===== src/rtl/link_status_pkg.sv =====
// Constants, field positions and reset values of the link status register bank.
// Assumes an APB master with 32-bit data; registers hold 8 bits in the low byte.
//
// Operation
// - Alias bits 7:1 hold decoder compare address
// - Matching transaction forwarded with remote address
// - Zero alias disables its entry
// - Bit 0 auto-acknowledges writes to target
// - Bit 5 write-one clears self-test counter
// - Bit 3 write-one clears checksum error counter
// - Bits 2:0 hold link-detect timer value
// - Status bit 7 shows valid fuse checksum
// - Status bit 6 shows initialization complete
// - General bit 6 shows remote lock
// - General bit 4 flags link-lost change
// - General bit 3 flags self-test error
// - General bit 2 shows forward PLL lock
// - General bit 1 flags checksum error
// - General bit 0 shows link valid
// - Pin status bits 3:0 show pins
// - Eight-bit self-test checksum error count
// - Sixteen-bit checksum error count, two bytes
// - Temperature over/under flags, cleared on read
// - Pin1 voltage over/under flags, cleared on read
// - Pin0 voltage over/under flags, cleared on read
package link_status_pkg;

    // ------------------------------------------------------------
    // Bus geometry
    // ------------------------------------------------------------
    localparam int ADDR_W = 12;
    localparam int IDX_W = 10;
    localparam int DATA_W = 32;
    localparam int REG_W = 8;

    // ------------------------------------------------------------
    // Register indices; byte address is four times the index
    // ------------------------------------------------------------
    localparam logic [IDX_W-1:0] IDX_REMOTE_ALIAS_SIX = 10'h047;
    localparam logic [IDX_W-1:0] IDX_REMOTE_ALIAS_SEVEN = 10'h048;
    localparam logic [IDX_W-1:0] IDX_BACK_CHANNEL_CONTROL = 10'h049;
    localparam logic [IDX_W-1:0] IDX_REVISION_AND_MASK = 10'h050;
    localparam logic [IDX_W-1:0] IDX_INIT_STATUS = 10'h051;
    localparam logic [IDX_W-1:0] IDX_GENERAL_LINK_STATUS = 10'h052;
    localparam logic [IDX_W-1:0] IDX_PIN_LEVEL_SNAPSHOT = 10'h053;
    localparam logic [IDX_W-1:0] IDX_SELFTEST_ERROR_COUNT = 10'h054;
    localparam logic [IDX_W-1:0] IDX_CHECKSUM_COUNT_LOW = 10'h055;
    localparam logic [IDX_W-1:0] IDX_CHECKSUM_COUNT_HIGH = 10'h056;
    localparam logic [IDX_W-1:0] IDX_LIMIT_ALARM_FLAGS = 10'h057;

    // ------------------------------------------------------------
    // Field positions
    // ------------------------------------------------------------
    localparam int ALIAS_AUTO_ACK_BIT = 0;
    localparam int CTRL_SELFTEST_WIPE_BIT = 5;
    localparam int CTRL_CHECKSUM_WIPE_BIT = 3;
    localparam int INIT_FUSE_VALID_BIT = 7;
    localparam int INIT_DONE_BIT = 6;
    localparam int GEN_REMOTE_LOCK_BIT = 6;
    localparam int GEN_LINK_LOST_BIT = 4;
    localparam int GEN_SELFTEST_FAULT_BIT = 3;
    localparam int GEN_PLL_LOCK_BIT = 2;
    localparam int GEN_CHECKSUM_ERR_BIT = 1;
    localparam int GEN_LINK_VALID_BIT = 0;
    localparam int TIMER_W = 3;
    localparam int PIN_N = 4;
    localparam int ALARM_N = 6;

    // ------------------------------------------------------------
    // Reset values
    // ------------------------------------------------------------
    localparam logic [REG_W-1:0] ALIAS_RESET = 8'h00;
    localparam logic [TIMER_W-1:0] TIMER_RESET = 3'h0;
    localparam logic PLL_LOCK_RESET = 1'b1;
    localparam logic LINK_VALID_RESET = 1'b1;

endpackage : link_status_pkg


===== src/rtl/link_status_register_bank.sv =====
// Register bank of the serializer: alias decoder, back-channel control,
// link status flags, error counters and limit alarm flags, on an APB slave.
// Assumes APB inputs and status inputs are synchronous to i_clk.
//
// Decided for this implementation: the APB interface to the registers.
`timescale 1ns/1ps
module link_status_register_bank #(
    parameter logic [3:0] SILICON_REVISION = 4'h3, // Arbitrary value
    parameter logic [3:0] MASK_CODE = 4'h1 // Arbitrary value
) (
    input wire logic i_clk,
    input wire logic i_reset_n,
    input wire logic i_psel,
    input wire logic i_penable,
    input wire logic i_pwrite,
    input wire logic [link_status_pkg::ADDR_W-1:0] i_paddr,
    input wire logic [link_status_pkg::DATA_W-1:0] i_pwdata,
    input wire logic [3:0] i_pstrb,
    output logic [link_status_pkg::DATA_W-1:0] o_prdata,
    output logic o_pready,
    output logic o_pslverr,
    input wire logic i_txn_valid,
    input wire logic i_txn_write,
    input wire logic [6:0] i_txn_addr,
    input wire logic [6:0] i_remote_id_six,
    input wire logic [6:0] i_remote_id_seven,
    output logic o_fwd_valid,
    output logic o_fwd_write,
    output logic [6:0] o_fwd_addr,
    output logic o_auto_ack,
    output logic [link_status_pkg::TIMER_W-1:0] o_link_detect_interval,
    input wire logic i_init_done,
    input wire logic i_fuse_config_valid,
    input wire logic i_remote_locked,
    input wire logic i_forward_pll_locked,
    input wire logic i_backchannel_link_valid,
    input wire logic i_backchannel_checksum_error,
    input wire logic i_selftest_checksum_error,
    input wire logic [link_status_pkg::PIN_N-1:0] i_pin_levels,
    input wire logic [link_status_pkg::ALARM_N-1:0] i_limit_alarm
);
    import link_status_pkg::*;

    // ------------------------------------------------------------
    // State
    // ------------------------------------------------------------
    logic [REG_W-1:0] alias_six_q;
    logic [REG_W-1:0] alias_seven_q;
    logic [TIMER_W-1:0] timer_q;
    logic selftest_counter_wipe_q;
    logic checksum_fault_wipe_q;
    logic init_done_q;
    logic fuse_config_valid_q;
    logic remote_locked_q;
    logic forward_pll_locked_q;
    logic backchannel_link_valid_q;
    logic link_lost_q;
    logic selftest_fault_seen_q;
    logic checksum_err_q;
    logic [PIN_N-1:0] pin_levels_q;
    logic [REG_W-1:0] selftest_fault_count_q;
    logic [15:0] checksum_fault_count_q;
    logic [ALARM_N-1:0] alarm_q;
    logic [DATA_W-1:0] prdata_q;
    logic pready_q;
    logic pslverr_q;
    logic fwd_valid_q;
    logic fwd_write_q;
    logic [6:0] fwd_addr_q;
    logic auto_ack_q;

    // ------------------------------------------------------------
    // APB decode
    // ------------------------------------------------------------
    wire [IDX_W-1:0] idx = i_paddr[ADDR_W-1:2];
    wire aligned = (i_paddr[1:0] == 2'h0);
    wire setup = i_psel & ~i_penable & ~pready_q;
    wire done = i_psel & i_penable & pready_q;
    wire wr_done = done & i_pwrite & ~pslverr_q & i_pstrb[0];
    wire rd_done = done & ~i_pwrite & ~pslverr_q;
    wire hit_a6 = aligned & (idx == IDX_REMOTE_ALIAS_SIX);
    wire hit_a7 = aligned & (idx == IDX_REMOTE_ALIAS_SEVEN);
    wire hit_ctl = aligned & (idx == IDX_BACK_CHANNEL_CONTROL);
    wire hit_rev = aligned & (idx == IDX_REVISION_AND_MASK);
    wire hit_ini = aligned & (idx == IDX_INIT_STATUS);
    wire hit_gen = aligned & (idx == IDX_GENERAL_LINK_STATUS);
    wire hit_pin = aligned & (idx == IDX_PIN_LEVEL_SNAPSHOT);
    wire hit_stc = aligned & (idx == IDX_SELFTEST_ERROR_COUNT);
    wire hit_cl = aligned & (idx == IDX_CHECKSUM_COUNT_LOW);
    wire hit_ch = aligned & (idx == IDX_CHECKSUM_COUNT_HIGH);
    wire hit_alm = aligned & (idx == IDX_LIMIT_ALARM_FLAGS);
    wire mapped = hit_a6 | hit_a7 | hit_ctl | hit_rev | hit_ini | hit_gen
                  | hit_pin | hit_stc | hit_cl | hit_ch | hit_alm;

    // Register views, reserved bits tied low
    wire [REG_W-1:0] v_ctl = {5'h00, timer_q};
    wire [REG_W-1:0] v_rev = {SILICON_REVISION, MASK_CODE};
    wire [REG_W-1:0] v_ini = {fuse_config_valid_q, init_done_q, 6'h00};
    wire [REG_W-1:0] v_gen = {1'b0, remote_locked_q, 1'b0, link_lost_q,
                              selftest_fault_seen_q, forward_pll_locked_q,
                              checksum_err_q, backchannel_link_valid_q};
    wire [REG_W-1:0] v_pin = {4'h0, pin_levels_q};
    wire [REG_W-1:0] v_alm = {2'h0, alarm_q};

    // Read data selection
    wire [REG_W-1:0] rd_byte =
        hit_a6 ? alias_six_q :
        hit_a7 ? alias_seven_q :
        hit_ctl ? v_ctl :
        hit_rev ? v_rev :
        hit_ini ? v_ini :
        hit_gen ? v_gen :
        hit_pin ? v_pin :
        hit_stc ? selftest_fault_count_q :
        hit_cl ? checksum_fault_count_q[7:0] :
        hit_ch ? checksum_fault_count_q[15:8] :
        hit_alm ? v_alm : 8'h00;

    // ------------------------------------------------------------
    // Event terms
    // ------------------------------------------------------------
    wire wipe_selftest = selftest_counter_wipe_q;
    wire wipe_checksum = checksum_fault_wipe_q;
    wire ctl_read = rd_done & hit_ctl;
    wire alarm_read = rd_done & hit_alm;
    wire link_change = i_backchannel_link_valid ^ backchannel_link_valid_q;
    wire pll_lost = forward_pll_locked_q & ~i_forward_pll_locked;
    wire crc_event = i_backchannel_checksum_error & i_backchannel_link_valid;
    wire [REG_W-1:0] st_inc = selftest_fault_count_q + 8'h01;
    wire [15:0] ck_inc = checksum_fault_count_q + 16'h0001;
    wire st_sat = &selftest_fault_count_q;
    wire ck_sat = &checksum_fault_count_q;

    // Alias compare; zero alias never matches
    wire [6:0] a6_addr = alias_six_q[7:1];
    wire [6:0] a7_addr = alias_seven_q[7:1];
    wire m6 = i_txn_valid & (a6_addr != 7'h00) & (i_txn_addr == a6_addr);
    wire m7 = i_txn_valid & (a7_addr != 7'h00) & (i_txn_addr == a7_addr);
    wire ack6 = m6 & i_txn_write & alias_six_q[ALIAS_AUTO_ACK_BIT];
    // Entry six wins a double match, so seven's auto-ack must yield to it too
    wire ack7 = m7 & ~m6 & i_txn_write & alias_seven_q[ALIAS_AUTO_ACK_BIT];

    // ------------------------------------------------------------
    // APB answer: registered one cycle after setup
    // ------------------------------------------------------------
    always_ff @(posedge i_clk or negedge i_reset_n)
    begin
        if (!i_reset_n)
        begin
            prdata_q <= 32'h0000_0000;
            pready_q <= 1'b0;
            pslverr_q <= 1'b0;
        end
        else
        begin
            pready_q <= setup;
            pslverr_q <= setup & ~mapped;
            if (setup)
            begin
                prdata_q <= {24'h00_0000, rd_byte};
            end
        end
    end

    // ------------------------------------------------------------
    // Writable registers and self-clearing wipes
    // ------------------------------------------------------------
    always_ff @(posedge i_clk or negedge i_reset_n)
    begin
        if (!i_reset_n)
        begin
            alias_six_q <= ALIAS_RESET;
            alias_seven_q <= ALIAS_RESET;
            timer_q <= TIMER_RESET;
            selftest_counter_wipe_q <= 1'b0;
            checksum_fault_wipe_q <= 1'b0;
        end
        else
        begin
            if (wr_done & hit_a6)
            begin
                alias_six_q <= i_pwdata[7:0];
            end
            if (wr_done & hit_a7)
            begin
                alias_seven_q <= i_pwdata[7:0];
            end
            if (wr_done & hit_ctl)
            begin
                timer_q <= i_pwdata[TIMER_W-1:0];
            end
            // Each wipe lives one cycle, then clears itself
            selftest_counter_wipe_q <= wr_done & hit_ctl
                                       & i_pwdata[CTRL_SELFTEST_WIPE_BIT];
            checksum_fault_wipe_q <= wr_done & hit_ctl
                                     & i_pwdata[CTRL_CHECKSUM_WIPE_BIT];
        end
    end

    // ------------------------------------------------------------
    // Status samples; init done and fuse valid hold once set
    // ------------------------------------------------------------
    always_ff @(posedge i_clk or negedge i_reset_n)
    begin
        if (!i_reset_n)
        begin
            init_done_q <= 1'b0;
            fuse_config_valid_q <= 1'b0;
            remote_locked_q <= 1'b0;
            forward_pll_locked_q <= PLL_LOCK_RESET;
            backchannel_link_valid_q <= LINK_VALID_RESET;
            pin_levels_q <= 4'h0;
        end
        else
        begin
            init_done_q <= init_done_q | i_init_done;
            fuse_config_valid_q <= fuse_config_valid_q
                                   | (i_init_done & i_fuse_config_valid);
            remote_locked_q <= i_remote_locked;
            forward_pll_locked_q <= i_forward_pll_locked;
            backchannel_link_valid_q <= i_backchannel_link_valid;
            pin_levels_q <= i_pin_levels;
        end
    end

    // ------------------------------------------------------------
    // Sticky flags; a new event beats a clear in the same cycle
    // ------------------------------------------------------------
    always_ff @(posedge i_clk or negedge i_reset_n)
    begin
        if (!i_reset_n)
        begin
            link_lost_q <= 1'b0;
            selftest_fault_seen_q <= 1'b0;
            checksum_err_q <= 1'b0;
            alarm_q <= 6'h00;
        end
        else
        begin
            link_lost_q <= link_change
                           | (link_lost_q & ~(ctl_read | pll_lost));
            selftest_fault_seen_q <= i_selftest_checksum_error
                                     | (selftest_fault_seen_q & ~wipe_selftest);
            checksum_err_q <= crc_event | (checksum_err_q & ~ctl_read);
            alarm_q <= i_limit_alarm | (alarm_q & ~{ALARM_N{alarm_read}});
        end
    end

    // ------------------------------------------------------------
    // Error counters, saturating; a count in the wipe cycle is kept
    // ------------------------------------------------------------
    always_ff @(posedge i_clk or negedge i_reset_n)
    begin
        if (!i_reset_n)
        begin
            selftest_fault_count_q <= 8'h00;
            checksum_fault_count_q <= 16'h0000;
        end
        else
        begin
            if (wipe_selftest)
            begin
                selftest_fault_count_q <= {7'h00, i_selftest_checksum_error};
            end
            else if (i_selftest_checksum_error & ~st_sat)
            begin
                selftest_fault_count_q <= st_inc;
            end
            if (wipe_checksum)
            begin
                checksum_fault_count_q <= {15'h0000, i_backchannel_checksum_error};
            end
            else if (i_backchannel_checksum_error & ~ck_sat)
            begin
                checksum_fault_count_q <= ck_inc;
            end
        end
    end

    // ------------------------------------------------------------
    // Alias decoder outputs, one cycle after the transaction
    // ------------------------------------------------------------
    always_ff @(posedge i_clk or negedge i_reset_n)
    begin
        if (!i_reset_n)
        begin
            fwd_valid_q <= 1'b0;
            fwd_write_q <= 1'b0;
            fwd_addr_q <= 7'h00;
            auto_ack_q <= 1'b0;
        end
        else
        begin
            fwd_valid_q <= m6 | m7;
            fwd_write_q <= i_txn_write & (m6 | m7);
            fwd_addr_q <= m6 ? i_remote_id_six : (m7 ? i_remote_id_seven : 7'h00);
            auto_ack_q <= ack6 | ack7;
        end
    end

    // ------------------------------------------------------------
    // Outputs
    // ------------------------------------------------------------
    assign o_prdata = prdata_q;
    assign o_pready = pready_q;
    assign o_pslverr = pslverr_q;
    assign o_fwd_valid = fwd_valid_q;
    assign o_fwd_write = fwd_write_q;
    assign o_fwd_addr = fwd_addr_q;
    assign o_auto_ack = auto_ack_q;
    assign o_link_detect_interval = timer_q;

endmodule : link_status_register_bank


===== config.mk =====
export PLATFORM = sky130hd
export DESIGN_NAME = link_status_register_bank
export DESIGN_NICKNAME = d
export VERILOG_FILES = /design/src/rtl/link_status_pkg.sv /design/src/rtl/link_status_register_bank.sv
export SDC_FILE = /design/constraint.sdc
export NUM_CORES = 1
export LEC_CHECK = 0
export BUFFER_PORTS_ARGS = -buffer_cell sky130_fd_sc_hd__buf_2
export CAP_MARGIN = 20
export CORE_ASPECT_RATIO = 0.7
export CORE_MARGIN = 5
export CORE_UTILIZATION = 47
export CTS_BUF_LIST = sky130_fd_sc_hd__clkbuf_8 sky130_fd_sc_hd__clkbuf_16
export DETAILED_ROUTE_END_ITERATION = 10
export HOLD_SLACK_MARGIN = 0.02
export PLACE_DENSITY = 0.8
export RECOVER_POWER = 50
export SKIP_LAST_GASP = 1
export SLEW_MARGIN = 10
export SYNTH_ARGS = -nofsm -noshare
export SYNTH_HDL_FRONTEND = slang
export SYNTH_SLANG_ARGS = --single-unit

===== constraint.sdc =====
create_clock -name i_clk -period 1.9 [get_ports i_clk]
set_input_delay 0.38 -clock i_clk [delete_from_list [all_inputs] [get_ports i_clk]]
set_output_delay 0.38 -clock i_clk [all_outputs]
set_load 0.02 [all_outputs]

==> metrics.md <==
| Metric | Value |
|---|---|
| Commonest cells after routing, fill and taps aside | buf_2 (86), dfrtp_1 (81), nor2_1 (39) |
| Worst Path Required | roughly 2.1 ns |
| WL/cell | 18.4 microns |
| Port Buffers | 88 |
| Flops & latches, synth | 83 |
| RSZ-0062 raised after global routing | true |
| Tmin final | 1.83 ns |
| Max VDD drop | 0.000425 V |
| Detailed-route via count | 3,916 |
| Util after Layout | 58.9% |
| First-pass DRT Iterations | 5 |
| Adder-Cell Fraction of Synth Area | 0.547% |
| Synth Area in Simple Gates | 19.7% |
| Final Net Count | 662 |
| Post-synthesis async set-or-reset flop share | 100% |
| Total track usage | 22.1% |
| Worst Clk Skew | 0.00686 ns |
| Clock Latency Late Sink | 0.35 ns |
| Worst hold stages | 1 |
| Startpoint Class | flip-flop |
| Core Area | 9610 sq um |
| Setup violators final | 0 |
| Arrival time at the worst endpoint | 2.05 ns |
| Fraction of layout cells with a size suffix above 1 | 33.7% |
| Initial DRC count | about 290 |
| Area of the multi-input gates | approximately 2300 sq um |
| Hold crit path type | primary input to flip-flop |
| Top_reg_cell synth | dfrtp_1 |
| Top sig layer | met4 |
| PD cells | around 820 nW/um^2 |
| First-pass GRT wire length | about 20,000 microns |
| Max-slew headroom | 57.0% |
| Fillers | 831 |
| Pin count of the biggest net entering global routing | 40 |
| Critical path class | flip-flop to flip-flop |
| Wire length on met1 | 5940 microns |
| Dpl cell area | 5340 sq um |
| Post-Synthesis Cell Area | 4570 sq um |
| CTS Root Cell | clkbuf_16 |
| RR Startpoint | selftest_fault_count_q[4]$_DFFE_PN0P_ |
| Max Clk Rate | 0.546 GHz |
| Max-cap violations | 0 |
| Crit path cell chain | or4_2 > a21oi_1 > a211oi_1 > o311ai_2 > o21ai_0 |
| Warnings, synthesis | 0 |
| FF/Latch Area | slightly above 2000 sq um |
| Worst hold path endpoint | pin_levels_q[2]$_DFF_PN0_ |
| DIE WIDTH | 128 microns |
| Worst path max stage delay | 0.66 ns |
| WL met2 | about 5700 microns |
| Leakage power | 0.00272 uW |
| Setup bufs post-CTS | 0 |
| Critical-path top delay cell | or4_2 |
| Crit path from | selftest_fault_count_q[4]$_DFFE_PN0P_ |
| Initial antenna violation count | 0 |
| Crit Path Max Fanout | 2 |
| DRC viols | 0 |
| Post-DP HPWL | ~10,000 microns |
| CTS tree | done |
| Total die area | 11,800 sq um |
| Mux contribution to synthesized area | 7.91% |
| Syn_area_per_cell | 10.4 sq um |
| FF-to-FF path depth | 5 |
| Hold Fails Final Rpt | 0 |
| Max-slew violations | 0 |
| Most common cell after layout, fill and taps aside | buf_2 |
| Reg2reg end | o_prdata[4]$_DFFE_PN0P_ |
| Distinct cell type count of the synthesized netlist | 71 |
| Total power | 4660 uW |
| Total CTS buffers | 9 |
| H-tree levels | 3 |
| Routed Antenna Nets | 0 |
| Top Ports | 140 |
| Synth Area in Compound Gates | between 10% and 20% |
| Die height | 92.5 microns |
| Final worst path period share | 96.5% |
| Slew @ Worst Pin | 0.645 ns |
| GP Congestion | 0.945 |
| CTS Sinks | between 80 and 90 |
| Deepest clock path buffer count | 2 |
| Clock transition at the registers of the reported paths | 0.06 ns |
| Via/cell ratio | 5.59 |
| Num rows | 30 |
| Drt total wl | 12,900 microns |
| Area Growth Syn to Fin | 23.8% |
| Total congestion overflow | 0 |
| Final Cell Area | 5660 sq um |
| Worst hold start | i_pin_levels[2] |
| Largest family of logic cells by synthesized area | simple AND/OR/NAND/NOR gates |
| Gate Count Post-Synth | around 440 |
| Post-Synth XOR/XNOR Area | about 6% |
| FF-to-FF setup slack | 0.07 ns |
| Nature of the critical path endpoint | flip-flop |
| Vias in the first global route | 3,844 |
| Post-synth EDFFs | 0 |
| Register area share after synthesis | 45.5% |
| Starting Density | 47.6% |
| WL met3 | 1080 microns |
| Outcome | completed |
==> synthesized netlist by cell type (4+ instances only) <==
cell type | n | share of area, %
dfrtp_1 | 81 | 44
xnor2_1 | 11 | 2.1
a21oi_1 | 22 | 2.4
o21ai_0 | 12 | 1.3
nand2_1 | 20 | 1.6
mux2i_1 | 8 | 1.8
nor4_1 | 6 | 0.82
nor2_1 | 40 | 3.3
o31ai_1 | 4 | 0.66
a22o_1 | 8 | 1.5
nand4_1 | 14 | 1.9
mux2_2 | 21 | 5.2
clkbuf_1 | 6 | 0.49
and4_1 | 4 | 0.77
nand2b_1 | 8 | 1.1
xor2_1 | 21 | 4.0
inv_1 | 10 | 0.82
buf_2 | 4 | 0.44
nand3_1 | 9 | 0.98
and2_1 | 5 | 0.68
a21o_1 | 8 | 1.3
a211oi_1 | 4 | 0.66
nor3_1 | 10 | 1.1
buf_4 | 24 | 3.9
and3_1 | 11 | 1.5
==> stage by stage <==
stage	hold WS (ns)	TNS (ns)	std cells	setup WS (ns)
2_1_floorplan	0.0844	0	464	0.0577
3_3_place_gp	0.304	-1.17	683	-0.120
3_5_place_dp	0.312	-1.45	683	-0.168
4_1_cts	0.133	0	700	0.00333
5_1_grt	0.130	-0.0505	700	-0.0505
6_report	0.137	0	701	0.0672
==> critical path: cells and delay by family (launching register included) <==
family / cells / cell delay (ns)
AO/OA/AOI/OAI: 4 / 0.68
AND/OR/NAND/NOR: 1 / 0.66
flip-flops: 1 / 0.37
==> final cells by class <==
class                      instances  share of cell area, %
multi-input combinational        330                   40.4
sequential                        83                   36.7
timing repair buffer             131                   13.6
clock buffer                      11                   4.47
tap                              128                   2.83
clock inverter                     5                   1.08
inverter                          12                  0.796
antenna                            1                 0.0442
==> report_power, final <==
part           leakage (uW)  internal (uW)  switching (uW)  total (uW)
clock network      0.000144           1090             718        1810
logic               0.00154            332             427         759
registers           0.00104           1920             169        2090
==> state kept, by name, indices dropped and copies added (netlist names), 3 cells and up <==
signal                  count
alarm_q                     6
checksum_fault_count_q     16
o_link_detect_interval      3
pin_levels_q                4
selftest_fault_count_q      8
alias_six_q                 8
o_prdata                    8
alias_seven_q               8
o_fwd_addr                  7
==> logic make-up after synthesis <==
family                   count (synthesis)
AND/OR/NAND/NOR                        156
AO/OA/AOI/OAI                           85
flip-flops                              83
buffers and inverters                   51
XOR/XNOR                                32
multiplexers                            31
adder cells (fa/ha/maj)                  2
other                                    1
==> worst max path at each step <==
stage	endpoint	slack [ns]
2_1_floorplan	alias_seven_q[0]$_DFFE_PN0P_	0.06
3_3_place_gp	o_prdata[4]$_DFFE_PN0P_	-0.12
3_5_place_dp	o_prdata[4]$_DFFE_PN0P_	-0.17
4_1_cts	o_prdata[4]$_DFFE_PN0P_	0.003
5_1_grt	o_prdata[4]$_DFFE_PN0P_	-0.05
6_report	o_prdata[4]$_DFFE_PN0P_	0.07
==> routing by layer <==
| layer | GRT usage, % | up-vias |
|---|---|---|
| li1 | - | 1809 |
| met1 | 32.4 | 1918 |
| met2 | 32.7 | 177 |
| met3 | 5.36 | 12 |
| met4 | 6.10 | 0 |
| met5 | 0 | - |
==> timing repair <==
action	in CTS	in global routing
hold endpoints to repair	21	0
pin swaps	1	0
endpoints found under the setup margin	1	9
resized for setup	0	3
hold buffers	1	0
No activity file was read; power rests on OpenSTA's default activity.
